File: src/design/shp_pkg.sv
package shp_pkg;
    // timing
    localparam int unsigned CLK_MHZ = 125;
    localparam int unsigned POR_TIME_MS = 40;
    localparam int unsigned POR_CYCLES = POR_TIME_MS * CLK_MHZ * 1000;
    localparam int unsigned EXEC_TIME_NS = 63000;
    localparam int unsigned EXEC_CYCLES = (EXEC_TIME_NS * CLK_MHZ + 999) / 1000;
    localparam int unsigned TMR_W = 24;
    // display data memory
    localparam int unsigned DD_DEPTH = 40;
    localparam int unsigned AC_W = 6;
    localparam logic [AC_W-1:0] AC_FIRST = 6'h00;
    localparam logic [AC_W-1:0] AC_LAST = 6'h27;
    localparam logic [AC_W-1:0] AC_ONE = 6'h01;
    localparam logic [7:0] SPACE_CODE = 8'h20;
    // serial framing
    localparam logic [2:0] SYNC_LAST = 3'h4;
    localparam logic [1:0] HDR_RW = 2'h0;
    localparam logic [1:0] HDR_RS = 2'h1;
    localparam logic [1:0] HDR_ZERO = 2'h2;
    localparam logic [3:0] BIT_LAST = 4'hF;
    localparam int unsigned NIB_W = 4;
    localparam int unsigned LO_NIB_POS = 0;
    localparam int unsigned HI_NIB_POS = 8;
    // key scan latches
    localparam int unsigned NUM_LATCH = 6;
    localparam int unsigned LATCH_W = 5;
    localparam logic [2:0] LATCH_FIRST = 3'h0;
    localparam logic [2:0] LATCH_LAST = 3'h5;
    localparam logic [2:0] LATCH_ONE = 3'h1;

    typedef logic [NUM_LATCH-1:0][LATCH_W-1:0] shp_keys_t;

    typedef struct packed {
        logic irq_enable;
        logic sleep_select;
        logic ext_reg_write_enable;
        logic [1:0] scan_cycle_field;
        logic char_mem_blink_enable;
        logic low_power_select;
        logic display_on;
        logic cursor_on;
        logic blink_on;
        logic inc_dec;
        logic entry_shift;
        logic font_reverse;
        logic cursor_style;
        logic [1:0] hscroll_line_enable;
        logic [1:0] led_out;
        logic [4:0] dot_scroll_amount;
    } shp_cfg_t;

    localparam shp_cfg_t CFG_RESET = '{
        irq_enable: 1'h0,
        sleep_select: 1'h0,
        ext_reg_write_enable: 1'h0,
        scan_cycle_field: 2'h0,
        char_mem_blink_enable: 1'h0,
        low_power_select: 1'h0,
        display_on: 1'h0,
        cursor_on: 1'h0,
        blink_on: 1'h0,
        inc_dec: 1'h1,
        entry_shift: 1'h0,
        font_reverse: 1'h0,
        cursor_style: 1'h0,
        hscroll_line_enable: 2'h0,
        led_out: 2'h3,
        dot_scroll_amount: 5'h00
    };

    typedef enum logic [2:0] {
        IN_CLEAR = 3'b001,
        IN_WAIT = 3'b010,
        IN_READY = 3'b100
    } shp_init_t;

    typedef enum logic [2:0] {
        LK_HUNT = 3'b001,
        LK_HDR = 3'b010,
        LK_DATA = 3'b100
    } shp_link_t;
endpackage : shp_pkg

File: src/design/shp_top.sv
`timescale 1ns/1ns
`default_nettype none

// Behaviour
// - busy held through power-on initialisation time
// - initialisation fills display memory with spaces
// - clear irq, sleep, ext write, scan, blink, lowpower
// - display off, increment by one, no shift
// - no reverse, normal cursor, no scroll, leds high
// - dot scroll amount cleared to zero
// - hardware reset reinitialises but keeps scan cycle
// - hardware reset ignored during power-on initialisation
// - serial clock honoured only while selected
// - deselect clears bit counter and partial data
// - start byte: five ones, direction, select, zero
// - write words arrive as two nibble bytes
// - read words leave in same nibble format
// - select-zero reads rotate through six key latches
// - sync string watched while transmitting
// - unchanged direction/select allows back-to-back words
// - run on last bit; drop words while busy
// - early reads give invalid data
// - serial clock independent; no instruction queue
// - address steps by one as busy clears
// - status word: busy, scan state, scan bits
// - key latch data sent least significant first
module shp_top #(
    parameter int unsigned POR_CYCLES_P = shp_pkg::POR_CYCLES,
    parameter int unsigned EXEC_CYCLES_P = shp_pkg::EXEC_CYCLES
) (
    input wire logic clock,
    input wire logic rst,
    input wire logic sclk,
    input wire logic cs_n,
    input wire logic serial_in,
    input wire logic hw_reset_n,
    input wire shp_pkg::shp_keys_t key_latches,
    input wire logic [1:0] scan_state,
    input wire logic cfg_wr,
    input wire shp_pkg::shp_cfg_t cfg_wdata,
    output logic serial_out,
    output logic busy_flag,
    output logic instr_valid,
    output logic [7:0] instr_data,
    output shp_pkg::shp_cfg_t cfg,
    output logic [shp_pkg::AC_W-1:0] addr_counter
);
    import shp_pkg::*;

    localparam logic [TMR_W-1:0] TMR_ZERO = 24'h000000;
    localparam logic [TMR_W-1:0] TMR_ONE = 24'h000001;
    localparam logic [TMR_W-1:0] POR_LAST = TMR_W'(POR_CYCLES_P - 1);
    localparam logic [TMR_W-1:0] EXEC_LOAD = TMR_W'(EXEC_CYCLES_P);

    typedef struct packed {
        logic sclk_s1;
        logic sclk_s2;
        logic sclk_d;
        logic cs_s1;
        logic cs_s2;
        logic sid_s1;
        logic sid_s2;
        logic hrst_s1;
        logic hrst_s2;
        shp_init_t init;
        logic [TMR_W-1:0] tmr;
        logic [AC_W-1:0] clr_idx;
        logic [TMR_W-1:0] exec_tmr;
        logic step_pend;
        shp_link_t link;
        logic [2:0] ones;
        logic [1:0] hdr_idx;
        logic rw;
        logic rs;
        logic [3:0] bitcnt;
        logic [15:0] rx;
        logic [7:0] tx;
        logic [2:0] latch_idx;
        logic sout;
        logic instr_v;
        logic [7:0] instr_d;
        shp_cfg_t cfg;
        logic [AC_W-1:0] ac;
        logic [DD_DEPTH-1:0][7:0] display_data_mem;
    } shp_state_t;

    localparam shp_state_t ST_RST = '{
        cs_s1: 1'h1,
        cs_s2: 1'h1,
        hrst_s1: 1'h1,
        hrst_s2: 1'h1,
        init: IN_CLEAR,
        link: LK_HUNT,
        cfg: CFG_RESET,
        default: '0
    };

    shp_state_t st_r;
    shp_state_t st_nxt;
    logic rise;
    logic fall;
    logic sel;
    logic sbit;
    logic busy;
    logic [AC_W-1:0] ac_step;
    logic [7:0] rx_word;
    logic tx_bit;

    // edges found on the synchronised copy; first stage feeds nothing else
    assign rise = st_r.sclk_s2 & ~st_r.sclk_d;
    assign fall = ~st_r.sclk_s2 & st_r.sclk_d;
    assign sel = ~st_r.cs_s2;
    assign sbit = st_r.sid_s2;
    // the one-cycle address step counts as busy so no access races it
    assign busy = (st_r.init != IN_READY) | (st_r.exec_tmr != TMR_ZERO) | st_r.step_pend;
    assign rx_word = {st_r.rx[HI_NIB_POS +: NIB_W], st_r.rx[LO_NIB_POS +: NIB_W]};
    // bits 4..7 of each byte are zero padding
    assign tx_bit = st_r.bitcnt[2] ? 1'b0 : st_r.tx[{st_r.bitcnt[3], st_r.bitcnt[1:0]}];

    always_comb begin
        if (st_r.cfg.inc_dec) begin
            ac_step = (st_r.ac == AC_LAST) ? AC_FIRST : st_r.ac + AC_ONE;
        end else begin
            ac_step = (st_r.ac == AC_FIRST) ? AC_LAST : st_r.ac - AC_ONE;
        end
    end

    always_comb begin
        st_nxt = st_r;
        st_nxt.instr_v = 1'b0;
        st_nxt.sclk_s1 = sclk;
        st_nxt.sclk_s2 = st_r.sclk_s1;
        st_nxt.sclk_d = st_r.sclk_s2;
        st_nxt.cs_s1 = cs_n;
        st_nxt.cs_s2 = st_r.cs_s1;
        st_nxt.sid_s1 = serial_in;
        st_nxt.sid_s2 = st_r.sid_s1;
        st_nxt.hrst_s1 = hw_reset_n;
        st_nxt.hrst_s2 = st_r.hrst_s1;

        // execution timer, then the deferred address step
        if (st_r.exec_tmr != TMR_ZERO) begin
            st_nxt.exec_tmr = st_r.exec_tmr - TMR_ONE;
        end else if (st_r.step_pend) begin
            st_nxt.step_pend = 1'b0;
            st_nxt.ac = ac_step;
        end

        if (!sel) begin
            // deselect drops any half-received word
            st_nxt.link = LK_HUNT;
            st_nxt.ones = 3'h0;
            st_nxt.bitcnt = 4'h0;
            st_nxt.hdr_idx = HDR_RW;
            st_nxt.sout = 1'b0;
        end else begin
            if (rise) begin
                if (!sbit) begin
                    st_nxt.ones = 3'h0;
                end else if (st_r.ones != SYNC_LAST) begin
                    st_nxt.ones = st_r.ones + 3'h1;
                end
                // sync is watched in every state but the header itself
                if (sbit && st_r.ones == SYNC_LAST && st_r.link != LK_HDR) begin
                    st_nxt.link = LK_HDR;
                    st_nxt.hdr_idx = HDR_RW;
                end else begin
                    unique case (st_r.link)
                        LK_HUNT: begin
                            st_nxt.bitcnt = 4'h0;
                        end
                        LK_HDR: begin
                            st_nxt.hdr_idx = st_r.hdr_idx + 2'h1;
                            if (st_r.hdr_idx == HDR_RW) begin
                                st_nxt.rw = sbit;
                            end else if (st_r.hdr_idx == HDR_RS) begin
                                st_nxt.rs = sbit;
                            end else if (sbit) begin
                                // a one in the last header bit is a broken frame
                                st_nxt.link = LK_HUNT;
                            end else begin
                                st_nxt.link = LK_DATA;
                                st_nxt.bitcnt = 4'h0;
                                st_nxt.latch_idx = LATCH_FIRST;
                                if (st_r.rw) begin
                                    if (st_r.rs) begin
                                        st_nxt.tx = st_r.display_data_mem[st_r.ac];
                                        st_nxt.exec_tmr = EXEC_LOAD;
                                        st_nxt.step_pend = 1'b1;
                                    end else begin
                                        st_nxt.tx = {busy, scan_state,
                                            key_latches[LATCH_FIRST]};
                                        st_nxt.latch_idx = LATCH_ONE;
                                    end
                                end
                            end
                        end
                        LK_DATA: begin
                            st_nxt.rx[st_r.bitcnt] = sbit;
                            st_nxt.bitcnt = st_r.bitcnt + 4'h1;
                            if (st_r.bitcnt == BIT_LAST) begin
                                // word complete; stay in data for the next one
                                if (!st_r.rw) begin
                                    if (!busy) begin
                                        st_nxt.exec_tmr = EXEC_LOAD;
                                        if (st_r.rs) begin
                                            st_nxt.display_data_mem[st_r.ac] = rx_word;
                                            st_nxt.step_pend = 1'b1;
                                        end else begin
                                            st_nxt.instr_v = 1'b1;
                                            st_nxt.instr_d = rx_word;
                                        end
                                    end
                                end else if (st_r.rs) begin
                                    // no wait check here: an early read is stale
                                    st_nxt.tx = st_r.display_data_mem[st_r.ac];
                                    st_nxt.exec_tmr = EXEC_LOAD;
                                    st_nxt.step_pend = 1'b1;
                                end else begin
                                    st_nxt.tx = {busy, scan_state,
                                        key_latches[st_r.latch_idx]};
                                    st_nxt.latch_idx = (st_r.latch_idx == LATCH_LAST) ?
                                        LATCH_FIRST : st_r.latch_idx + LATCH_ONE;
                                end
                            end
                        end
                    endcase
                end
            end
            if (fall) begin
                // scan bits sit in the low bits, so they go out lsb first
                st_nxt.sout = (st_r.link == LK_DATA && st_r.rw) ? tx_bit : 1'b0;
            end
        end

        // initialisation runs last so a hardware reset overrides the address, timer and step of an access in the same cycle
        unique case (st_r.init)
            IN_CLEAR: begin
                st_nxt.display_data_mem[st_r.clr_idx] = SPACE_CODE;
                if (st_r.clr_idx == AC_LAST) begin
                    st_nxt.init = IN_WAIT;
                    st_nxt.tmr = TMR_ZERO;
                end else begin
                    st_nxt.clr_idx = st_r.clr_idx + AC_ONE;
                end
            end
            IN_WAIT: begin
                st_nxt.tmr = st_r.tmr + TMR_ONE;
                if (st_r.tmr == POR_LAST) begin
                    st_nxt.init = IN_READY;
                end
            end
            IN_READY: begin
                // the pin is only looked at once initialisation is done
                if (!st_r.hrst_s2) begin
                    st_nxt.init = IN_CLEAR;
                    st_nxt.clr_idx = AC_FIRST;
                    st_nxt.cfg = CFG_RESET;
                    st_nxt.cfg.scan_cycle_field = st_r.cfg.scan_cycle_field;
                    st_nxt.ac = AC_FIRST;
                    st_nxt.exec_tmr = TMR_ZERO;
                    st_nxt.step_pend = 1'b0;
                end else if (cfg_wr) begin
                    st_nxt.cfg = cfg_wdata;
                end
            end
        endcase
    end

    // power-on values come from ST_RST, including the cleared settings
    always_ff @(posedge clock or posedge rst) begin
        if (rst) begin
            st_r <= ST_RST;
        end else begin
            st_r <= st_nxt;
        end
    end

    assign serial_out = st_r.sout;
    assign busy_flag = busy;
    assign instr_valid = st_r.instr_v;
    assign instr_data = st_r.instr_d;
    assign cfg = st_r.cfg;
    assign addr_counter = st_r.ac;
endmodule : shp_top

`default_nettype wire

File: config.mk
export PLATFORM = sky130hd
export DESIGN_NAME = shp_top
export DESIGN_NICKNAME = d
export VERILOG_FILES = /design/src/design/shp_pkg.sv /design/src/design/shp_top.sv
export SDC_FILE = /design/constraint.sdc
export NUM_CORES = 1
export LEC_CHECK = 0
export ABC_AREA = 1
export BUFFER_PORTS_ARGS = -buffer_cell sky130_fd_sc_hd__buf_2
export CORE_UTILIZATION = 56
export CTS_CLUSTER_SIZE = 24
export DETAILED_ROUTE_END_ITERATION = 16
export GPL_TIMING_DRIVEN = 0
export PLACE_DENSITY = 0.83
export SETUP_SLACK_MARGIN = 0.15
export SLEW_MARGIN = 40
export SYNTH_ARGS = -nofsm -noshare
export SYNTH_HDL_FRONTEND = slang
export SYNTH_SLANG_ARGS = --single-unit
File: constraint.sdc
create_clock -name clock -period 26.6 [get_ports clock]
set_input_delay 7.98 -clock clock [delete_from_list [all_inputs] [get_ports clock]]
set_output_delay 7.98 -clock clock [all_outputs]
set_load 0.03 [all_outputs]
=== Yosys cells after proc, flatten, opt, wreduce, memory -nomap -nowiden ===
Index checks and enable logic that the tools add are counted.

* Output and inout port bits: 40
* Bits in registers: 467

* Reductions and logical operators: 30
* Muxes and demuxes: 108
* Add/sub/neg operators: 9
* Bitwise logic cells: 14
* Order comparisons: 8
* Eq/ne operators: 39

{| class="wikitable"
|+ Operators by type and width
! cell !! number
|-
| two-way mux 320 bit || 9
|-
| bitwise mux 320 bit || 1
|-
| bitwise AND 280 bit || 1
|-
| inverter 280 bit || 1
|-
| two-way mux 25 bit || 9
|-
| two-way mux 28 bit || 6
|-
| demux 8 bit (select 6 bit) || 2
|-
| two-way mux 9 bit || 8
|-
| two-way mux 11 bit || 6
|-
| two-way mux 66 bit || 1
|-
| case mux 25 bit (2 select lines) || 1
|-
| binary-select mux 8 bit (select 6 bit) || 1
|-
| two-way mux 6 bit || 8
|-
| two-way mux 8 bit || 6
|-
| case mux 24 bit (2 select lines) || 1
|-
| two-way mux 23 bit || 2
|-
| OR 40 bit || 1
|-
| two-way mux 33 bit || 1
|-
| two-way mux 31 bit || 1
|-
| two-way mux 5 bit || 6
|-
| two-way mux 4 bit || 7
|-
| two-way mux 27 bit || 1
|-
| two-way mux 3 bit || 9
|-
| inequality test 2 bit, second input constant || 13
|-
| other kinds (52) || 106
|}

=== Depth between registers and ports, before layout ===
Gate-level depths: netlist of the first run.

* Depth after elaboration: 17
* Gate-level depth with buffers: 16
* Gate-level depth less buffers: 13

=== Worst setup path before layout of the first run ===
OpenSTA, ideal clock, no wires.

* Path kind: reg-to-output
* Start point: register st_r[401] in the netlist's numbering
* End point: output port busy_flag
* Stages on the path, launching flop included: 9
* Setup slack: 17.158 ns
* Data arrival time: 1.462 ns
* Cell sequence: dfrtp_1 > inv_1 > ha_1 > nand2_1 > nor3_1 > nand3_1 > nor2_1 > buf_4 > inv_1

* Longest elaborated chain between the ends: 3

{| class="wikitable"
|+ RTL lines
! item !! RTL line !! text
|-
| start, declared || shp_top.sv:98 || <nowiki>shp_state_t st_r;</nowiki>
|-
| start signal, assigned || shp_top.sv:275 || <nowiki>st_r <= st_nxt;</nowiki>
|-
| nonzero test 24 bit || shp_top.sv:115 || <nowiki>assign busy = (st_r.init != IN_READY) | (st_r.exec_tmr != TMR_ZERO) | st_r.step_pend;</nowiki>
|-
| OR 1 bit (2 in a row) || shp_top.sv:115 ||
|-
| end, declared || shp_top.sv:42 || <nowiki>output logic busy_flag,</nowiki>
|}

No other way between the ends.

=== Worst setup path after layout of the first run ===
Same ends and word-level chain as after synthesis.

==> flow_summary_export.csv, run 1 <==
group,metric,value,unit
sta,setup_tns,0,ns
detailed_routing,drtAntennaViolNets,0,
sta,hold_viol,0,
logic_synthesis,syn_area,24200,µm²
grt,antenna_found_initial,2,
clock_tree,cts_sinks,459,
power,seqPwrFrac,0.485,
detailed_routing,drt_wl_total,82.6,mm
grt,grt.total_usage,0.375,
layout,drive_above_1_share,0.0971,
grt,grt_max_degree,81,
logic_synthesis,syn_inst,3404,
setup_path,path_depth,9,
sta,rsz0062_at_grt,"no",
power,p_int,0.00113,W
logic_synthesis,ys_ff_latch,459,
grt,gr-total-overflow,0,
setup_path,cpLargestDelayFamily,"buffers and inverters",
clock_tree,clk_pin_slew,0.06,ns
power,p_leak,14.9,nW
clock_tree,cts_max_path_buffers,3,
power,sw_frac_of_total,0.219,
setup_path,cp.required,18.62,ns
hold_path,hold_end,"sbit",
placed_design,detailed_place.area,25600,µm²
floorplan,die_w,210,µm
sta,finClkSkew,0.0157,ns
setup_path,crit_chain,"inv_1 > ha_1 > nand2_1 > nor3_1 > nand3_1 > nor2_1 > buf_4 > inv_1 > buf_2",
sta,fmax,95.0,MHz
placed_design,hpwl,55.7,mm
clock_tree,post_cts_resized,0,
logic_synthesis,yosysTopAreaCell,"dfrtp_1",
detailed_routing,via_count,24043,
sta,fin_crit_sh,0.396,
logic_synthesis,async_flop_share,1.00,
sta,fin_crit,10.52,ns
setup_path,worst-path-buf-inv,4,
run_status,status,"finished, final reports clean",
flow_run,drv_cap,0,
setup_path,crit_type,"reg2out",
detailed_routing,drt_iter0_drc,3218,
floorplan,rows,75,
power,clockPowerShare,0.496,
floorplan,io_pins,102,
layout,fillers,3742,
floorplan,dieHeight,210,µm
power,irDropWorstVdd,0.0000440,V
logic_synthesis,syn_avg_cell_area,7.10,µm²
setup_path,cp_slowest_cell,"dfrtp_1",
detailed_routing,route.detailed.drc,0,
setup_path,crit_path_start,"st_r[401]",
layout,fin_nets,3641,
detailed_routing,dr.pass1.iters,7,
setup_path,crit_top_cell,"inv_1",
layout,fin_area,27300,µm²
setup_path,worstSetupEndpointType,"primary output",
clock_tree,cts_tree,"yes",
setup_path,worst-path-max-fanout,10,
floorplan,core_area,42200,µm²
clock_tree,cts_made_buffers,50,
setup_path,cp.arrival,2.54,ns
clock_tree,post-cts-setup-buffers,0,
clock_tree,cts_htree_levels,2,
logic_synthesis,synth_cell_types,43,
setup_path,cpPeakStageDelay,0.41,ns
power,p_total,0.00145,W
power,p_comb_frac,0.019,
placed_design,gp_congestion,1.03,
power,power_switching,0.000316,W
detailed_routing,viasPerCell,5.80,
placed_design,numPortBuffers,101,
setup_path,startpoint_type,"flip-flop",
grt,grt_pass1_vias,22393,
sta,hold_ws,0.350,ns
power,power_density,52.9,nW/µm²
logic_synthesis,synth_nets,3480,
logic_synthesis,ys_seq_area_frac,0.475,
logic_synthesis,synth_edf_count,0,
sta,finalWorstSetupSlack,16.08,ns
grt,grt_pass1_wl,125,mm
clock_tree,clk_latency,0.62,ns
logic_synthesis,synth_area_leaders,"dfrtp_1, nand2_1, nor2_1",
sta,tightestPinTransition,0.973,ns
hold_path,min_from,"st_nxt[460]",
sta,timing.slew.headroom,0.349,
logic_synthesis,ys_warn_count,0,
setup_path,regToRegStartpoint,"addr_counter[1]",
clock_tree,cts_root_buf,"clkbuf_16",
hold_path,hold_depth,0,
placed_design,dp_slack,16.59,ns
sta,setup_viol,0,
floorplan,initial_core_util,0.573,
sta,finalMaxSlewViolations,0,
logic_synthesis,dominantRegCellSynth,"dfrtp_1",
detailed_routing,wire_per_inst,19.9,µm
logic_synthesis,synth.top_cell.area_share,0.466,
hold_path,hold_path_class,"reg2reg",
setup_path,r2r_cells,11,
floorplan,dieArea,44000,µm²
clock_tree,postCtsHoldBufs,0,
setup_path,r2r-end,"st_r[79]",
setup_path,rrSetupSlack,22.50,ns
layout,area_growth,13.1,%
state kept, by name, indices dropped and copies added (netlist names), named ones only:
name and flops:
sbit 1, st_nxt 5, st_r 406, instr_valid 1
instr_data 8, cfg 23, addr_counter 6, serial_out 1
metal layers:
layer | track usage | vias to the layer above | wire [µm]
met2 | 0.549 | 1533 | 35500
met5 | 0.0133 | - | 97
met1 | 0.476 | 11080 | 31100
met4 | 0.241 | 4 | 5800
met3 | 0.124 | 389 | 10200
li1 | - | 11037 | -
how the worst max path moves through the flow:
stage                                 end  slack [ns]
2_1_floorplan  asynchronous set/reset pin        5.84
3_3_place_gp                       cfg[9]        0.85
3_5_place_dp                    st_r[455]       16.59
4_1_cts                         busy_flag       16.07
5_1_grt                         busy_flag       15.99
6_report                        busy_flag       16.08
layout make-up:
class | instances | area [µm²] | share of cell area
inverters | 133 | 507 | 0.0185
well taps | 539 | 674 | 0.0247
plain buffers | 181 | 968 | 0.0354
multi-input cells | 2631 | 11300 | 0.414
clock inverters | 11 | 113 | 0.00412
clock buffers | 81 | 1570 | 0.0575
repair buffers | 109 | 687 | 0.0251
flip-flops and latches | 459 | 11500 | 0.421
diodes | 2 | 5.00 | 0.000183
per-stage QoR:
| step | std cells | utilization |
|---|---|---|
| 2_1_floorplan | 3404 | - |
| 3_3_place_gp | 4044 | 0.601 |
| 3_5_place_dp | 4051 | 0.606 |
| 4_1_cts | 4143 | 0.646 |
| 5_1_grt | 4144 | 0.647 |
| 6_report | 4146 | 0.647 |
cell usage after synthesis, types with 2 or more instances:
master and number:
a211oi_1 4, a21oi_1 113, a22o_1 19, a22oi_1 14, a31oi_1 3, buf_1 36, buf_2 12, buf_4 68
clkbuf_1 65, clkinv_1 2, dfrtp_1 450, dfstp_2 9, ha_1 14, inv_1 130, nand2_1 1213, nand3_1 101
nand3b_1 3, nand4_1 25, nand4_2 7, nor2_1 792, nor2_2 12, nor3_1 31, nor3_2 2, nor4_1 4
o211ai_1 3, o21a_1 8, o21ai_0 187, o21ai_1 2, o22ai_1 22, o32ai_1 3, or2_2 14, xnor2_1 9
xor2_1 17
kinds of logic after synthesis:
| group | synth area share |
|---|---|
| multiplexers | 0.000414 |
| AO/OA/AOI/OAI | 0.0874 |
| AND/OR/NAND/NOR | 0.360 |
| flip-flops | 0.475 |
| adder cells (fa/ha/maj) | 0.00724 |
| XOR/XNOR | 0.00942 |
| buffers and inverters | 0.0599 |
cell usage in the layout (no fill, tap or decap), types with 3 or more instances in the layout:
cell type	Yosys	routed
buf_16	0	6
nand2_1	1213	1213
clkbuf_2	0	15
clkbuf_1	65	65
nand4_2	7	7
clkbuf_8	0	14
nor3_1	31	24
o21a_1	8	8
buf_2	12	114
nor2_1	792	780
a22o_1	19	19
nor3_2	2	8
a31oi_1	3	3
a21oi_1	113	113
clkinvlp_4	0	3
o21ai_0	187	187
a211oi_1	4	4
a22oi_1	14	14
o22ai_1	22	22
o32ai_1	3	3
inv_1	130	129
nor2_2	12	22
ha_1	14	14
o211ai_1	3	3
xor2_1	17	17
clkbuf_16	0	53
clkinv_2	0	6
nand3_1	101	101
nor4_1	4	4
dfstp_2	9	9
or2_2	14	14
buf_4	68	68
dfrtp_1	450	450
nand4_1	25	25
buf_1	36	35
nand3b_1	3	3
xnor2_1	9	9
power groups by stage:
stage	sequential [W]	clock, W	combinational [W]
global placement	0.000714	0	0.0000239
CTS	0.000701	0.000718	0.0000276
detailed placement	0.000714	0	0.0000275
finish	0.000701	0.000717	0.0000270
floorplan	0.000714	0	0.0000140
global route	0.000701	0.000745	0.0000309
No activity file was read; power rests on OpenSTA's default activity.
==> run 2, diff against run 1 <==
--- a/config.mk
+++ b/config.mk
@@ -11,7 +11,7 @@
 export CTS_CLUSTER_SIZE = 24
 export DETAILED_ROUTE_END_ITERATION = 16
 export GPL_TIMING_DRIVEN = 0
-export PLACE_DENSITY = 0.83
+export PLACE_DENSITY = 0.86
 export SETUP_SLACK_MARGIN = 0.15
 export SLEW_MARGIN = 40
 export SYNTH_ARGS = -nofsm -noshare
==> constraint.sdc (replaced) <==
create_clock -name clock -period 9.44 [get_ports clock]
set_input_delay 2.832 -clock clock [delete_from_list [all_inputs] [get_ports clock]]
set_output_delay 2.832 -clock clock [all_outputs]
set_load 0.03 [all_outputs]
==> flow_summary_export.csv, run 2 (same netlist as run 1, synthesis figures left out) <==
group,metric,value,unit
layout,fin_util,0.657,
sta,fmax,186,MHz
clock_tree,clk_latency,0.63,ns
setup_path,cp.required,6.61,ns
grt,grt_pass1_vias,22966,
sta,finClkSkew,0.0247,ns
detailed_routing,drtAntennaViolNets,0,
clock_tree,cts_tree,"yes",
run_status,status,"finished, final reports clean",
detailed_routing,dr.pass1.iters,10,
layout,largest_register,"st_r",
sta,finalMaxSlewViolations,0,
setup_path,startpoint_type,"flip-flop",
setup_path,crit_type,"reg2out",
clock_tree,postCtsHoldBufs,0,
hold_path,hold_path_class,"reg2reg",
detailed_routing,drt_wl_total,82.9,mm
detailed_routing,via_count,24405,
layout,final_common_cell,"nand2_1",
placed_design,gp_congestion,1.02,
sta,timing.slew.headroom,0.290,
sta,setup_viol,0,
setup_path,cp.arrival,2.54,ns
placed_design,numPortBuffers,101,
layout,layout_common_cells,"nand2_1, nor2_1, dfrtp_1, o21ai_0, inv_1",
floorplan,die_w,210,µm
clock_tree,post_cts_resized,0,
sta,hold_viol,0,
placed_design,detailed_place.area,26000,µm²
setup_path,worstSetupEndpointType,"primary output",
sta,fin_crit_sh,0.569,
clock_tree,cts_htree_levels,2,
grt,grt_pass1_wl,126,mm
grt,gr-total-overflow,0,
sta,tightestPinTransition,1.06,ns
floorplan,dieHeight,210,µm
grt,antenna_found_initial,1,
setup_path,worst-path-max-fanout,10,
detailed_routing,drt_iter0_drc,3773,
clock_tree,cts_sinks,459,
layout,largest_reg_flops,406,
detailed_routing,viasPerCell,5.87,
power,irDropWorstVdd,0.000111,V
floorplan,rows,75,
grt,grt.total_usage,0.377,
sta,rsz0062_at_grt,"no",
detailed_routing,wire_per_inst,19.9,µm
detailed_routing,route.detailed.drc,0,
hold_path,min_from,"st_nxt[458]",
setup_path,regToRegStartpoint,"addr_counter[2]",
power,p_leak,15.1,nW
floorplan,core_area,42200,µm²
floorplan,initial_core_util,0.573,
power,power_density,149,nW/µm²
layout,area_growth,14.7,%
clock_tree,cts_max_path_buffers,3,
clock_tree,post-cts-setup-buffers,0,
layout,fin_area,27700,µm²
layout,fillers,3496,
grt,grt_max_degree,28,
layout,fin_nets,3656,
clock_tree,clk_pin_slew,0.06,ns
sta,fin_crit,5.37,ns
placed_design,hpwl,55.8,mm
layout,drive_above_1_share,0.101,
floorplan,dieArea,44000,µm²
setup_path,crit_path_start,"st_r[401]",
clock_tree,cts_made_buffers,49,
floorplan,io_pins,102,
power,p_total,0.00415,W
clock_tree,cts_root_buf,"clkbuf_16",
flow_run,drv_cap,0,
-- run 2: cell types whose count changed in the layout (fill, tap and decap cells not counted), moves of 2 or more --
cell       previous run  this run
clkbuf_1             65        61
buf_16                6        14
clkbuf_2             15        13
clkbuf_16            53        50
nor3_2                8         6
clkinv_2              6        10
bufinv_16             2         6
clkbuf_8             14        12
buf_12                0         8
-- run 2: per-stage QoR --
stage	hold WS (ns)	setup slack, ns	cells	TNS [ns]
final	0.351	4.07	4160	0
after global routing	0.361	3.96	4159	0
after CTS	0.352	4.12	4159	0
after detailed placement	0.340	4.80	4068	0
after global placement	0.332	-2.22	4044	-979.40
after floorplan	0.331	0.404	3404	0
-- run 2: final cells by class --
type	count	area [µm²]	share of cell area
clock buffers	71	1450	0.0523
plain buffers	181	966	0.0348
well taps	539	674	0.0243
diodes	1	2.50	0.0000902
multi-input cells	2631	11300	0.408
flip-flops and latches	459	11500	0.414
clock inverters	20	270	0.00974
inverters	133	503	0.0181
repair buffers	125	1060	0.0383
-- run 2: path summary, 6_finish.rpt --
kind                       slack (ns)  cells past startpoint   endpoint
max                              4.07                      9  busy_flag
min                              0.35                      0  st_r[458]
max reg2reg                      5.22                     11  st_r[263]
min reg2reg                      0.35                      0  st_r[458]
max in group asynchronous        5.89                      8  st_r[434]
min in group asynchronous        2.17                      2  st_r[231]
-- run 2: critical path: stages (launching register included) --
cell	delay (ns)
dfrtp_1	0.41
inv_1	0.13
ha_1	0.20
nand2_1	0.14
nor3_1	0.17
nand3_1	0.11
nor2_1	0.23
buf_4	0.28
inv_1	0.05
buf_2	0.17
-- run 2: routing by layer --
metal / GRT usage / part of all wire / vias to the layer above
li1: - / - / 11066
met4: 0.253 / 0.075 / 4
met2: 0.550 / 0.42 / 1680
met5: 0.0145 / 0.0012 / -
met3: 0.133 / 0.14 / 448
met1: 0.470 / 0.36 / 11207
-- run 2: power by group --
group          switching, W  internal, W
Clock              0.000846      0.00123
Sequential       0.00000248      0.00197
Combinational     0.0000592    0.0000363
